### src/ofp_defs.vh
// Constants for the output fault protection register bank
`ifndef OFP_DEFS_VH
`define OFP_DEFS_VH

// ==========================================================
// Command codes
`define OFP_CMD_UV_THRESHOLD     8'h44
`define OFP_CMD_UV_REACTION      8'h45
`define OFP_CMD_OC_THRESHOLD     8'h46
`define OFP_CMD_UC_THRESHOLD     8'h4B

// ==========================================================
// Reaction field positions
`define OFP_REACT_MODE_HI        7
`define OFP_REACT_MODE_LO        6
`define OFP_REACT_RETRY_HI       5
`define OFP_REACT_RETRY_LO       3
`define OFP_REACT_TIME_HI        2
`define OFP_REACT_TIME_LO        0
`define OFP_MODE_DISABLE_RETRY   2'h2
`define OFP_RETRY_NONE           3'h0
`define OFP_RETRY_FOREVER        3'h7

// ==========================================================
// Reset values
`define OFP_RST_UV_THRESHOLD     16'h0000
`define OFP_RST_UV_REACTION      8'h80
`define OFP_RST_OC_THRESHOLD     16'hFFFF
`define OFP_RST_UC_THRESHOLD     16'h0000

// ==========================================================
// Timing
`define OFP_RETRY_STEP_MS        35
`define OFP_CLK_MHZ              200
`define OFP_RETRY_STEP_CYCLES    (`OFP_RETRY_STEP_MS * 1000 * `OFP_CLK_MHZ)

`endif

### src/ofp_phase_mon.v
// Per-phase current limit monitor for two phases
`timescale 1ns/1ps

module ofp_phase_mon #(
   parameter ABOVE = 1
) (
   input  wire        core_clk,
   input  wire        rst,
   input  wire [15:0] phase_a_current,
   input  wire [15:0] phase_b_current,
   input  wire [15:0] limit,
   output reg         tripped
);

   wire a_trip;
   wire b_trip;

   // ==========================================================
   // Compare
   // Either phase alone trips; each phase is compared with the limit on its own, no total is formed
   assign a_trip = (ABOVE != 0) ? (phase_a_current > limit) : (phase_a_current < limit);
   assign b_trip = (ABOVE != 0) ? (phase_b_current > limit) : (phase_b_current < limit);

   always @(posedge core_clk) begin
      if (rst) begin
         tripped <= 1'b0;
      end else begin
         tripped <= a_trip | b_trip;
      end
   end

endmodule // ofp_phase_mon

### src/ofp_retry_timer.v
// Down-counting retry delay timer
`timescale 1ns/1ps

module ofp_retry_timer (
   input  wire        core_clk,
   input  wire        rst,
   input  wire        start,
   input  wire [31:0] delay_cycles,
   output reg         expired
);

   reg [31:0] remaining;
   reg        running;

   // ==========================================================
   // Count
   always @(posedge core_clk) begin
      if (rst) begin
         remaining <= 32'h00000000;
         running   <= 1'b0;
         expired   <= 1'b0;
      end else begin
         expired <= 1'b0;
         if (start) begin
            remaining <= delay_cycles;
            running   <= 1'b1;
         end else if (running) begin
            if (remaining <= 32'h00000001) begin
               running <= 1'b0;
               expired <= 1'b1;
            end else begin
               remaining <= remaining - 32'h00000001;
            end
         end
      end
   end

endmodule // ofp_retry_timer

### src/ofp_top.v
// Output under-voltage, over-current and under-current fault protection
// How it works
// - Output voltage below the unsigned threshold is a fault and drops output good.
// - Any fault pulls the alert line low and sets its status bit.
// - Disable-and-retry code turns output off at once, then follows retry settings.
// - Restart attempts come from the three-bit retry count field.
// - Retry count zero: no restart, output stays off until faults cleared.
// - Retry count seven: retry forever until commanded off, bias lost, other fault.
// - Delay between attempts is (retry time plus one) times 35 ms.
// - Either phase above the over-current limit raises an over-current fault.
// - Either phase below the under-current limit raises an under-current fault.
`timescale 1ns/1ps
`include "ofp_defs.vh"

module ofp_top #(
   parameter [31:0] RETRY_STEP_CYCLES = `OFP_RETRY_STEP_CYCLES
) (
   input  wire        core_clk,
   input  wire        rst,
   input  wire [7:0]  cmd_code,
   input  wire        cmd_write,
   input  wire        cmd_read,
   input  wire        cmd_word,
   input  wire [15:0] cmd_wdata,
   output reg  [15:0] cmd_rdata,
   output reg         cmd_ack,
   output reg         cmd_nack,
   input  wire [15:0] vout_sample,
   input  wire [15:0] phase_a_current,
   input  wire [15:0] phase_b_current,
   input  wire        output_on_cmd,
   input  wire        ramp_done,
   input  wire        bias_ok,
   input  wire        other_fault,
   input  wire        fault_clear,
   output reg         output_drive_en,
   output reg         output_good_flag,
   output reg         alert_line_n_out,
   output reg         alert_line_n_oe,
   output reg         uv_fault_bit,
   output reg         oc_fault_bit,
   output reg         uc_fault_bit
);

   localparam [3:0] ST_OFF   = 4'h1;
   localparam [3:0] ST_RUN   = 4'h2;
   localparam [3:0] ST_WAIT  = 4'h4;
   localparam [3:0] ST_LATCH = 4'h8;

   reg  [15:0] output_undervoltage_fault_threshold;
   reg  [7:0]  output_undervoltage_fault_reaction;
   reg  [15:0] phase_overcurrent_peak_threshold;
   reg  [15:0] phase_undercurrent_peak_threshold;
   reg  [3:0]  state;
   reg  [3:0]  next_state;
   reg  [2:0]  attempts;
   reg         uv_seen;
   reg         start_timer;
   reg         on_meta;
   reg         on_sync;
   reg         bias_meta;
   reg         bias_sync;
   reg         other_meta;
   reg         other_sync;
   reg  [31:0] delay_cycles;
   wire        oc_trip;
   wire        uc_trip;
   wire        timer_expired;
   wire [1:0]  react_mode;
   wire [2:0]  retry_limit;
   wire [2:0]  retry_time;
   wire        uv_now;
   wire        stop_req;
   wire        may_retry;
   wire        cmd_known;
   wire        size_ok;
   wire        cmd_ok;

   assign react_mode  = output_undervoltage_fault_reaction[`OFP_REACT_MODE_HI:`OFP_REACT_MODE_LO];
   assign retry_limit = output_undervoltage_fault_reaction[`OFP_REACT_RETRY_HI:`OFP_REACT_RETRY_LO];
   assign retry_time  = output_undervoltage_fault_reaction[`OFP_REACT_TIME_HI:`OFP_REACT_TIME_LO];

   // ==========================================================
   // Command port
   assign cmd_known = (cmd_code == `OFP_CMD_UV_THRESHOLD) || (cmd_code == `OFP_CMD_UV_REACTION) ||
                      (cmd_code == `OFP_CMD_OC_THRESHOLD) || (cmd_code == `OFP_CMD_UC_THRESHOLD);
   // Wrong transfer size is refused rather than half-applied
   assign size_ok = (cmd_code == `OFP_CMD_UV_REACTION) ? !cmd_word : cmd_word;
   assign cmd_ok  = cmd_known && size_ok;

   // Replies one cycle after the strobe, accepted and refused alike
   always @(posedge core_clk) begin
      if (rst) begin
         cmd_ack  <= 1'b0;
         cmd_nack <= 1'b0;
      end else begin
         cmd_ack  <= (cmd_write | cmd_read) & cmd_ok;
         cmd_nack <= (cmd_write | cmd_read) & !cmd_ok;
      end
   end

   always @(posedge core_clk) begin
      if (rst) begin
         output_undervoltage_fault_threshold <= `OFP_RST_UV_THRESHOLD;
         output_undervoltage_fault_reaction  <= `OFP_RST_UV_REACTION;
         phase_overcurrent_peak_threshold    <= `OFP_RST_OC_THRESHOLD;
         phase_undercurrent_peak_threshold   <= `OFP_RST_UC_THRESHOLD;
      end else if (cmd_write && cmd_ok) begin
         case (cmd_code)
            `OFP_CMD_UV_THRESHOLD: output_undervoltage_fault_threshold <= cmd_wdata;
            `OFP_CMD_UV_REACTION:  output_undervoltage_fault_reaction  <= cmd_wdata[7:0];
            `OFP_CMD_OC_THRESHOLD: phase_overcurrent_peak_threshold    <= cmd_wdata;
            `OFP_CMD_UC_THRESHOLD: phase_undercurrent_peak_threshold   <= cmd_wdata;
            default: ;
         endcase
      end
   end

   // Refused reads return zero so stale data never looks valid
   always @(posedge core_clk) begin
      if (rst) begin
         cmd_rdata <= 16'h0000;
      end else if (cmd_read && cmd_ok) begin
         case (cmd_code)
            `OFP_CMD_UV_THRESHOLD: cmd_rdata <= output_undervoltage_fault_threshold;
            `OFP_CMD_UV_REACTION:  cmd_rdata <= {8'h00, output_undervoltage_fault_reaction};
            `OFP_CMD_OC_THRESHOLD: cmd_rdata <= phase_overcurrent_peak_threshold;
            `OFP_CMD_UC_THRESHOLD: cmd_rdata <= phase_undercurrent_peak_threshold;
            default:               cmd_rdata <= 16'h0000;
         endcase
      end else if (cmd_read) begin
         cmd_rdata <= 16'h0000;
      end
   end

   // ==========================================================
   // Detection
   ofp_phase_mon #(
      .ABOVE (1)
   ) u_oc_mon (
      .core_clk        (core_clk),
      .rst             (rst),
      .phase_a_current (phase_a_current),
      .phase_b_current (phase_b_current),
      .limit           (phase_overcurrent_peak_threshold),
      .tripped         (oc_trip)
   );

   ofp_phase_mon #(
      .ABOVE (0)
   ) u_uc_mon (
      .core_clk        (core_clk),
      .rst             (rst),
      .phase_a_current (phase_a_current),
      .phase_b_current (phase_b_current),
      .limit           (phase_undercurrent_peak_threshold),
      .tripped         (uc_trip)
   );

   // Blanked until the soft start has finished, so a restart cannot trip itself
   assign uv_now = (state == ST_RUN) && ramp_done && (vout_sample < output_undervoltage_fault_threshold);

   always @(posedge core_clk) begin
      if (rst) begin
         uv_seen <= 1'b0;
      end else begin
         uv_seen <= uv_now;
      end
   end

   // ==========================================================
   // Status and alert
   // A new event in the clearing cycle keeps its bit set
   always @(posedge core_clk) begin
      if (rst) begin
         uv_fault_bit     <= 1'b0;
         oc_fault_bit     <= 1'b0;
         uc_fault_bit     <= 1'b0;
         alert_line_n_out <= 1'b0;
         alert_line_n_oe  <= 1'b0;
      end else begin
         uv_fault_bit     <= uv_seen | (uv_fault_bit & !fault_clear);
         oc_fault_bit     <= oc_trip | (oc_fault_bit & !fault_clear);
         uc_fault_bit     <= uc_trip | (uc_fault_bit & !fault_clear);
         alert_line_n_out <= 1'b0;
         alert_line_n_oe  <= uv_seen | oc_trip | uc_trip |
                             ((uv_fault_bit | oc_fault_bit | uc_fault_bit) & !fault_clear);
      end
   end

   // ==========================================================
   // Pin synchronisers
   // Costs two cycles of reaction to a pin, far below any retry delay
   always @(posedge core_clk) begin
      if (rst) begin
         on_meta    <= 1'b0;
         on_sync    <= 1'b0;
         bias_meta  <= 1'b0;
         bias_sync  <= 1'b0;
         other_meta <= 1'b0;
         other_sync <= 1'b0;
      end else begin
         on_meta    <= output_on_cmd;
         on_sync    <= on_meta;
         bias_meta  <= bias_ok;
         bias_sync  <= bias_meta;
         other_meta <= other_fault;
         other_sync <= other_meta;
      end
   end

   // ==========================================================
   // Restart sequencing
   // Product registered to keep the multiplier off the timer load path
   always @(posedge core_clk) begin
      if (rst) begin
         delay_cycles <= 32'h00000000;
      end else begin
         delay_cycles <= ({29'h00000000, retry_time} + 32'h00000001) * RETRY_STEP_CYCLES;
      end
   end

   assign stop_req     = !on_sync || !bias_sync || other_sync;
   assign may_retry    = (retry_limit == `OFP_RETRY_FOREVER) || (attempts < retry_limit);

   ofp_retry_timer u_timer (
      .core_clk     (core_clk),
      .rst          (rst),
      .start        (start_timer),
      .delay_cycles (delay_cycles),
      .expired      (timer_expired)
   );

   always @* begin
      next_state  = state;
      start_timer = 1'b0;
      case (state)
         ST_OFF: begin
            if (!stop_req) begin
               next_state = ST_RUN;
            end
         end
         ST_RUN: begin
            if (stop_req) begin
               next_state = ST_OFF;
            end else if (uv_seen && react_mode == `OFP_MODE_DISABLE_RETRY) begin
               if (retry_limit == `OFP_RETRY_NONE) begin
                  next_state = ST_LATCH;
               end else if (may_retry) begin
                  next_state  = ST_WAIT;
                  start_timer = 1'b1;
               end else begin
                  next_state = ST_LATCH;
               end
            end
         end
         ST_WAIT: begin
            if (stop_req) begin
               next_state = ST_OFF;
            end else if (timer_expired) begin
               next_state = ST_RUN;
            end
         end
         ST_LATCH: begin
            if (fault_clear) begin
               next_state = ST_OFF;
            end
         end
         default: begin
            next_state = ST_OFF;
         end
      endcase
   end

   always @(posedge core_clk) begin
      if (rst) begin
         state    <= ST_OFF;
         attempts <= 3'h0;
      end else begin
         state <= next_state;
         if (state == ST_OFF || state == ST_LATCH) begin
            attempts <= 3'h0;
         end else if (start_timer && attempts != 3'h7) begin
            attempts <= attempts + 3'h1;
         end
      end
   end

   // ==========================================================
   // Output control
   always @(posedge core_clk) begin
      if (rst) begin
         output_drive_en  <= 1'b0;
         output_good_flag <= 1'b0;
      end else begin
         // Follows the next state so a fault drops the stage on the same edge
         output_drive_en  <= (next_state == ST_RUN);
         output_good_flag <= (state == ST_RUN) && ramp_done &&
                             (vout_sample >= output_undervoltage_fault_threshold);
      end
   end

endmodule // ofp_top

### config.mk
export PLATFORM = sky130hd
export DESIGN_NAME = ofp_top
export DESIGN_NICKNAME = d
export VERILOG_FILES = /design/src/ofp_phase_mon.v /design/src/ofp_retry_timer.v /design/src/ofp_top.v
export VERILOG_INCLUDE_DIRS = /design/src /design/src/src
export SDC_FILE = /design/constraint.sdc
export NUM_CORES = 1
export LEC_CHECK = 0
export BUFFER_PORTS_ARGS = -buffer_cell sky130_fd_sc_hd__clkbuf_2
export CORE_MARGIN = 2
export CORE_UTILIZATION = 40
export DETAILED_ROUTE_END_ITERATION = 16
export GPL_TIMING_DRIVEN = 0
export HOLD_SLACK_MARGIN = 0.03
export PLACE_DENSITY = 0.56
export SLEW_MARGIN = 20
export SYNTH_ARGS = -nofsm -noshare
export SYNTH_HDL_FRONTEND = slang
export SYNTH_SLANG_ARGS = --single-unit
### constraint.sdc
create_clock -name core_clk -period 8.4 [get_ports core_clk]
set_input_delay 0.42 -clock core_clk [delete_from_list [all_inputs] [get_ports core_clk]]
set_output_delay 0.42 -clock core_clk [all_outputs]
set_load 0.02 [all_outputs]
# After elaboration in Yosys (flattened, before gate mapping)
# Index checks and enable logic that the tools add are counted.
# totals
register_bits,162
elab_cells,127
# classes
n_eq_ne,13
addsub,3
n_mux,25
n_bitwise,18
reduce_logical,30
multipliers,1
order_cmp,8
# op_table
cell,count
$mux W32,3
$pmux W16 S4,1
$lt A16 B16 Y1,3
$eq A8 B7 Y1 const B,4
$gt A16 B16 Y1,2
$le A32 B1 Y1 const B,1
$mux W16,2
$mux W4,8
$sub A32 B1 Y32 const B,1
$mul A4 B17 Y21 const B,1
$ge A16 B16 Y1,1
$pmux W4 S4,1
$or A1 B1 Y1,11
$mux W1,10
$reduce_and A2 Y1,5
$eq A4 B2 Y1 const B,2
$logic_and A1 B1 Y1,8
$logic_or A1 B1 Y1,7
$and A1 B1 Y1,6
$logic_not A1 Y1,5
$add A3 B1 Y4 const B,1
$eq A4 B1 Y1 const B,1
$eq A4 B3 Y1 const B,1
$eq A4 B4 Y1 const B,1
11 further kinds,12

# Depth between registers and ports, before layout
# logic_depth
ltp_word,9
depth_mapped,14
mapped_depth_nobuf,14

# Hierarchy
# From an unflattened synthesis, not the netlist that was laid out.
# hier_totals
hier_cells,1123
hier_area_um2,9590.4
# modules_own_cells
mod,area_per_inst_um2,n_inst,seq_area_each_um2,cells_per_inst
ofp_top,6004.5,1,2302.2,681
ofp_retry_timer,2029.4,1,680.7,253
ofp_phase_mon (u_oc_mon),840.8,1,20.0,96
ofp_phase_mon (u_uc_mon),715.7,1,20.0,93

# Worst setup path after synthesis
# Ideal clock, no wire load.
# synth_timing
kind,register to register
start,register output_undervoltage_fault_reaction[0]
end,register delay_cycles[21]
stages_incl_launch_ff,15
t_required_ns,8.272
setup_time_ns,0.128
path_slack_ns,4.231
arrival_time_ns,4.042
cell_sequence,dfxtp_1 -> inv_1 -> ha_1 -> inv_1 -> fa_1 -> inv_1 -> fa_1 -> inv_1 -> ha_1 -> a211o_1 -> a21oi_1 -> o311ai_0 -> a21boi_0 -> xnor2_1 -> nor2_1
# synth_via
elab_chain_len,2
# synth_lines
item,line,rtl
"start, declared",ofp_top.v:51,reg [7:0] output_undervoltage_fault_reaction;
"start signal, assigned",ofp_top.v:105,output_undervoltage_fault_reaction <= `OFP_RST_UV_REACTION;
"start signal, assigned",ofp_top.v:111,`OFP_CMD_UV_REACTION: output_undervoltage_fault_reaction <= cmd_wdata[7:0];
$add A3 B1 Y4,ofp_top.v:219,"delay_cycles <= ({29'h00000000, retry_time} + 32'h00000001) * RETRY_STEP_CYCLES;"
$mul A4 B17 Y21,ofp_top.v:219,
"end signal, assigned",ofp_top.v:219,
"end, declared",ofp_top.v:65,reg [31:0] delay_cycles;
# Every way passes these cells.
# A chain may end at the register's enable or synchronous reset.

# Worst setup path after layout
# Ends and elaborated chain as after synthesis.

==> out/metrics.yaml <==
sta:
  slew_headroom_pct: 26.3
  drv_slew: 0
  tightest_slew_ns: 1.09
  rsz0062_at_grt: "no"
  finalCritPeriodShare_pct: 62.1
  fin_crit_ns: 5.22
  fin_tns_setup_ns: 0
  setup_viol: 0
  skew_ns: 0.0146
  clock.fmax_mhz: 192
  finalHoldViolCount: 0
route:
  wl_met1_mm: 13.3
  dr_wl_met2_mm: 10.7
  wl_met3_mm: 1.14
  vias: 7843
  firstDrtPassIters: 7
  wl_per_cell_um: 17.3
  vias_per_cell: 5.32
  drt_iter0_markers: 478
  drc: 0
  routed.top_layer: "met4"
  routed_wl_mm: 25.5
  antenna_left: 0
global_route:
  grt_pass1_vias: 7394
  grt_pass1_wl_mm: 40.8
  grt_util_all_layers_pct: 21.6
  grt_max_degree: 17
  antenna_found_initial: 0
  grt-ovfl-total: 0
floorplan:
  dieArea_um2: 24300
  initial_utilization_pct: 40.7
  core_um2: 22600
  io_pins: 107
  die_h_um: 156
  die_width_um: 156
  core.rowCount: 55
clock_tree:
  clockRootBuffer: "clkbuf_16"
  cts.repair.resized: 0
  cts_tree: "yes"
  clock_latency_ns: 0.42
  cts_buffer_depth: 2
  clkTransAtPathRegs_ns: 0.06
  cts_setup_buffers: 0
  cts_htree_levels: 4
  numCtsBuffers: 17
  clock-sinks: 151
  cts_hold_buf: 0
pwr:
  switching_share_pct: 25.7
  vdd_drop_max_mv: 0.115
  p_leak_nw: 4.79
  p_seq_share_pct: 45.3
  pwr_density_cell_nw_per_um2: 149
  clkPwrFrac_pct: 47.8
  p_sw_mw: 0.410
  p_int_mw: 1.19
  pwr-share-comb_pct: 6.8
layout:
  synthToLayoutAreaGrowth_pct: 15.9
  fillCellCount: 2265
  final_cells: 1473
  nets: 1378
  diodes: 0
  layout-drive-gt1-share_pct: 14.6
logic_synthesis:
  ys_top_cells_by_count: "dfxtp_1, ha_1, nor2_1"
  synth_ff_type: "dfxtp_1"
  avgSynthCellArea_um2: 8.77
  syn_area_um2: 9220
  yosysMostFrequentCell: "dfxtp_1"
  synth_nets: 1254
  synth_edf_count: 0
  synth.yosys.warnings: 0
  synth_area_leader_cell: "dfxtp_1"
  ys_ff_latch: 151
  ys_async_sr_fraction_pct: 0
  synthCells: 1051
  ys_seq_area_share_pct: 32.8
  synth_cell_type_count: 77
  yosys-top-cells-area: "dfxtp_1, ha_1, mux2i_1"
  synth_top_area_share_pct: 32.8
placed_design:
  dp_hpwl_mm: 20.5
  placed_cells: 1441
  gp_congestion: 0.866
  io_buffers: 105
hold_path:
  hold_path.class: "input port to flip-flop"
worst_setup_path:
  cp-start-kind: "flip-flop"
  path_class: "flip-flop to flip-flop"
  path_cells: "inv_1 -> ha_1 -> inv_1 -> fa_1 -> inv_1 -> fa_1 -> inv_1 -> ha_1 -> a211o_1 -> a21oi_1 -> o311ai_0 -> a21boi_0 -> xnor2_1 -> nor2_1"
  path_delay_family: "adder cells"
  cp-end-kind: "flip-flop"
  crit_buf_inv: 4
  cpMostUsedCell: "inv_1"
  slowest_delay_ns: 0.94
  cp_slowest_cell: "o311ai_0"
  cp.required_ns: 8.67
  ff2ff_setup_slack_ns: 3.18
  worst_ep_arrival_time_ns: 5.49
  cp_max_fo: 11
flow_run:
  cap_viol_max_count: 0
status:
  status: "completed"
[path summary, 6_finish.rpt]
check	start	endpoint	depth (start not counted)
hold / removal	bias_ok	bias_meta	2
setup reg to reg	output_undervoltage_fault_reaction[0]	delay_cycles[21]	14
hold reg to reg	delay_cycles[21]	u_timer.remaining[21]	2
setup / recovery	output_undervoltage_fault_reaction[0]	delay_cycles[21]	14
[sequential cells by signal, summed over array words and instances, names as in the netlist, 3 cells and up]
signal                               cells
output_undervoltage_fault_reaction       8
state                                    4
cmd_rdata                               16
delay_cycles                            21
phase_undercurrent_peak_threshold       16
attempts                                 3
phase_overcurrent_peak_threshold        16
u_timer.remaining                       32
output_undervoltage_fault_threshold     16
[per-layer routing]
metal,GRT usage [%],vias up
li1,-,3998
met1,32.8,3634
met3,3.36,20
met4,4.98,0
met2,31.9,191
met5,0,-
[stage by stage]
stage	worst slack, ns	hold WS, ns	util (%)	total power [mW]	area [um2]
2_1_floorplan	4.23	0.401	-	0.794	9220
3_3_place_gp	3.22	0.414	44.6	0.846	10100
3_5_place_dp	3.20	0.416	44.6	0.848	10100
4_1_cts	3.18	0.200	47.2	1.61	10700
5_1_grt	2.83	0.195	47.2	1.65	10700
6_report	3.18	0.205	47.2	1.60	10700
[power groups by stage]
stage	clock (mW)	sequential [mW]	combinational [mW]
finish	0.763	0.723	0.109
global route	0.806	0.724	0.122
CTS	0.776	0.723	0.109
detailed placement	0	0.740	0.108
global placement	0	0.740	0.107
floorplan	0	0.741	0.0534
[area by class of cell]
| type | count | area [um2] | share of cell area [%] |
|---|---|---|---|
| Buffer | 34 | 173 | 1.62 |
| Clock buffer | 17 | 425 | 3.98 |
| Clock inverter | 15 | 160 | 1.50 |
| Inverter | 77 | 289 | 2.70 |
| Multi-Input combinational cell | 789 | 5730 | 53.7 |
| Sequential cell | 151 | 3020 | 28.3 |
| Tap cell | 285 | 357 | 3.34 |
| Timing Repair Buffer | 105 | 526 | 4.92 |
[kinds of logic after synthesis]
logic type      count (synthesis)  synth area share (%)
xor+xnor                       42                  3.99
flops                         151                  32.8
fa+ha+maj                     121                  17.1
mux                            54                  5.90
simple gates                  357                  19.9
compound gates                214                  15.2
buf+inv                       111                  5.01
other cells                     1                0.0407
[layout by cell type (no fill, tap or decap), types with 6 or more instances in the layout]
| cell | netlist | layout |
|---|---|---|
| nor2_1 | 110 | 110 |
| a222oi_1 | 8 | 8 |
| inv_1 | 76 | 76 |
| nor2b_1 | 24 | 24 |
| xor2_1 | 33 | 33 |
| xnor2_1 | 9 | 9 |
| nand4_1 | 17 | 17 |
| nand3_1 | 24 | 24 |
| a211oi_1 | 11 | 11 |
| o21ai_0 | 45 | 45 |
| clkbuf_1 | 17 | 17 |
| nor3_1 | 14 | 14 |
| clkbuf_16 | 0 | 17 |
| o32ai_1 | 8 | 8 |
| mux2i_1 | 51 | 51 |
| nor3b_1 | 6 | 6 |
| a21oi_1 | 56 | 56 |
| buf_2 | 9 | 9 |
| nand2_1 | 96 | 96 |
| nand3b_1 | 8 | 8 |
| fa_1 | 8 | 8 |
| ha_1 | 113 | 113 |
| o211ai_1 | 23 | 23 |
| a21o_1 | 14 | 14 |
| clkbuf_2 | 0 | 105 |
| nand2b_1 | 7 | 7 |
| inv_6 | 0 | 6 |
| dfxtp_1 | 151 | 151 |
| nor4_1 | 10 | 10 |
| o21a_1 | 7 | 7 |
| o21ai_1 | 10 | 10 |
(Power assumes the default switching activity.)
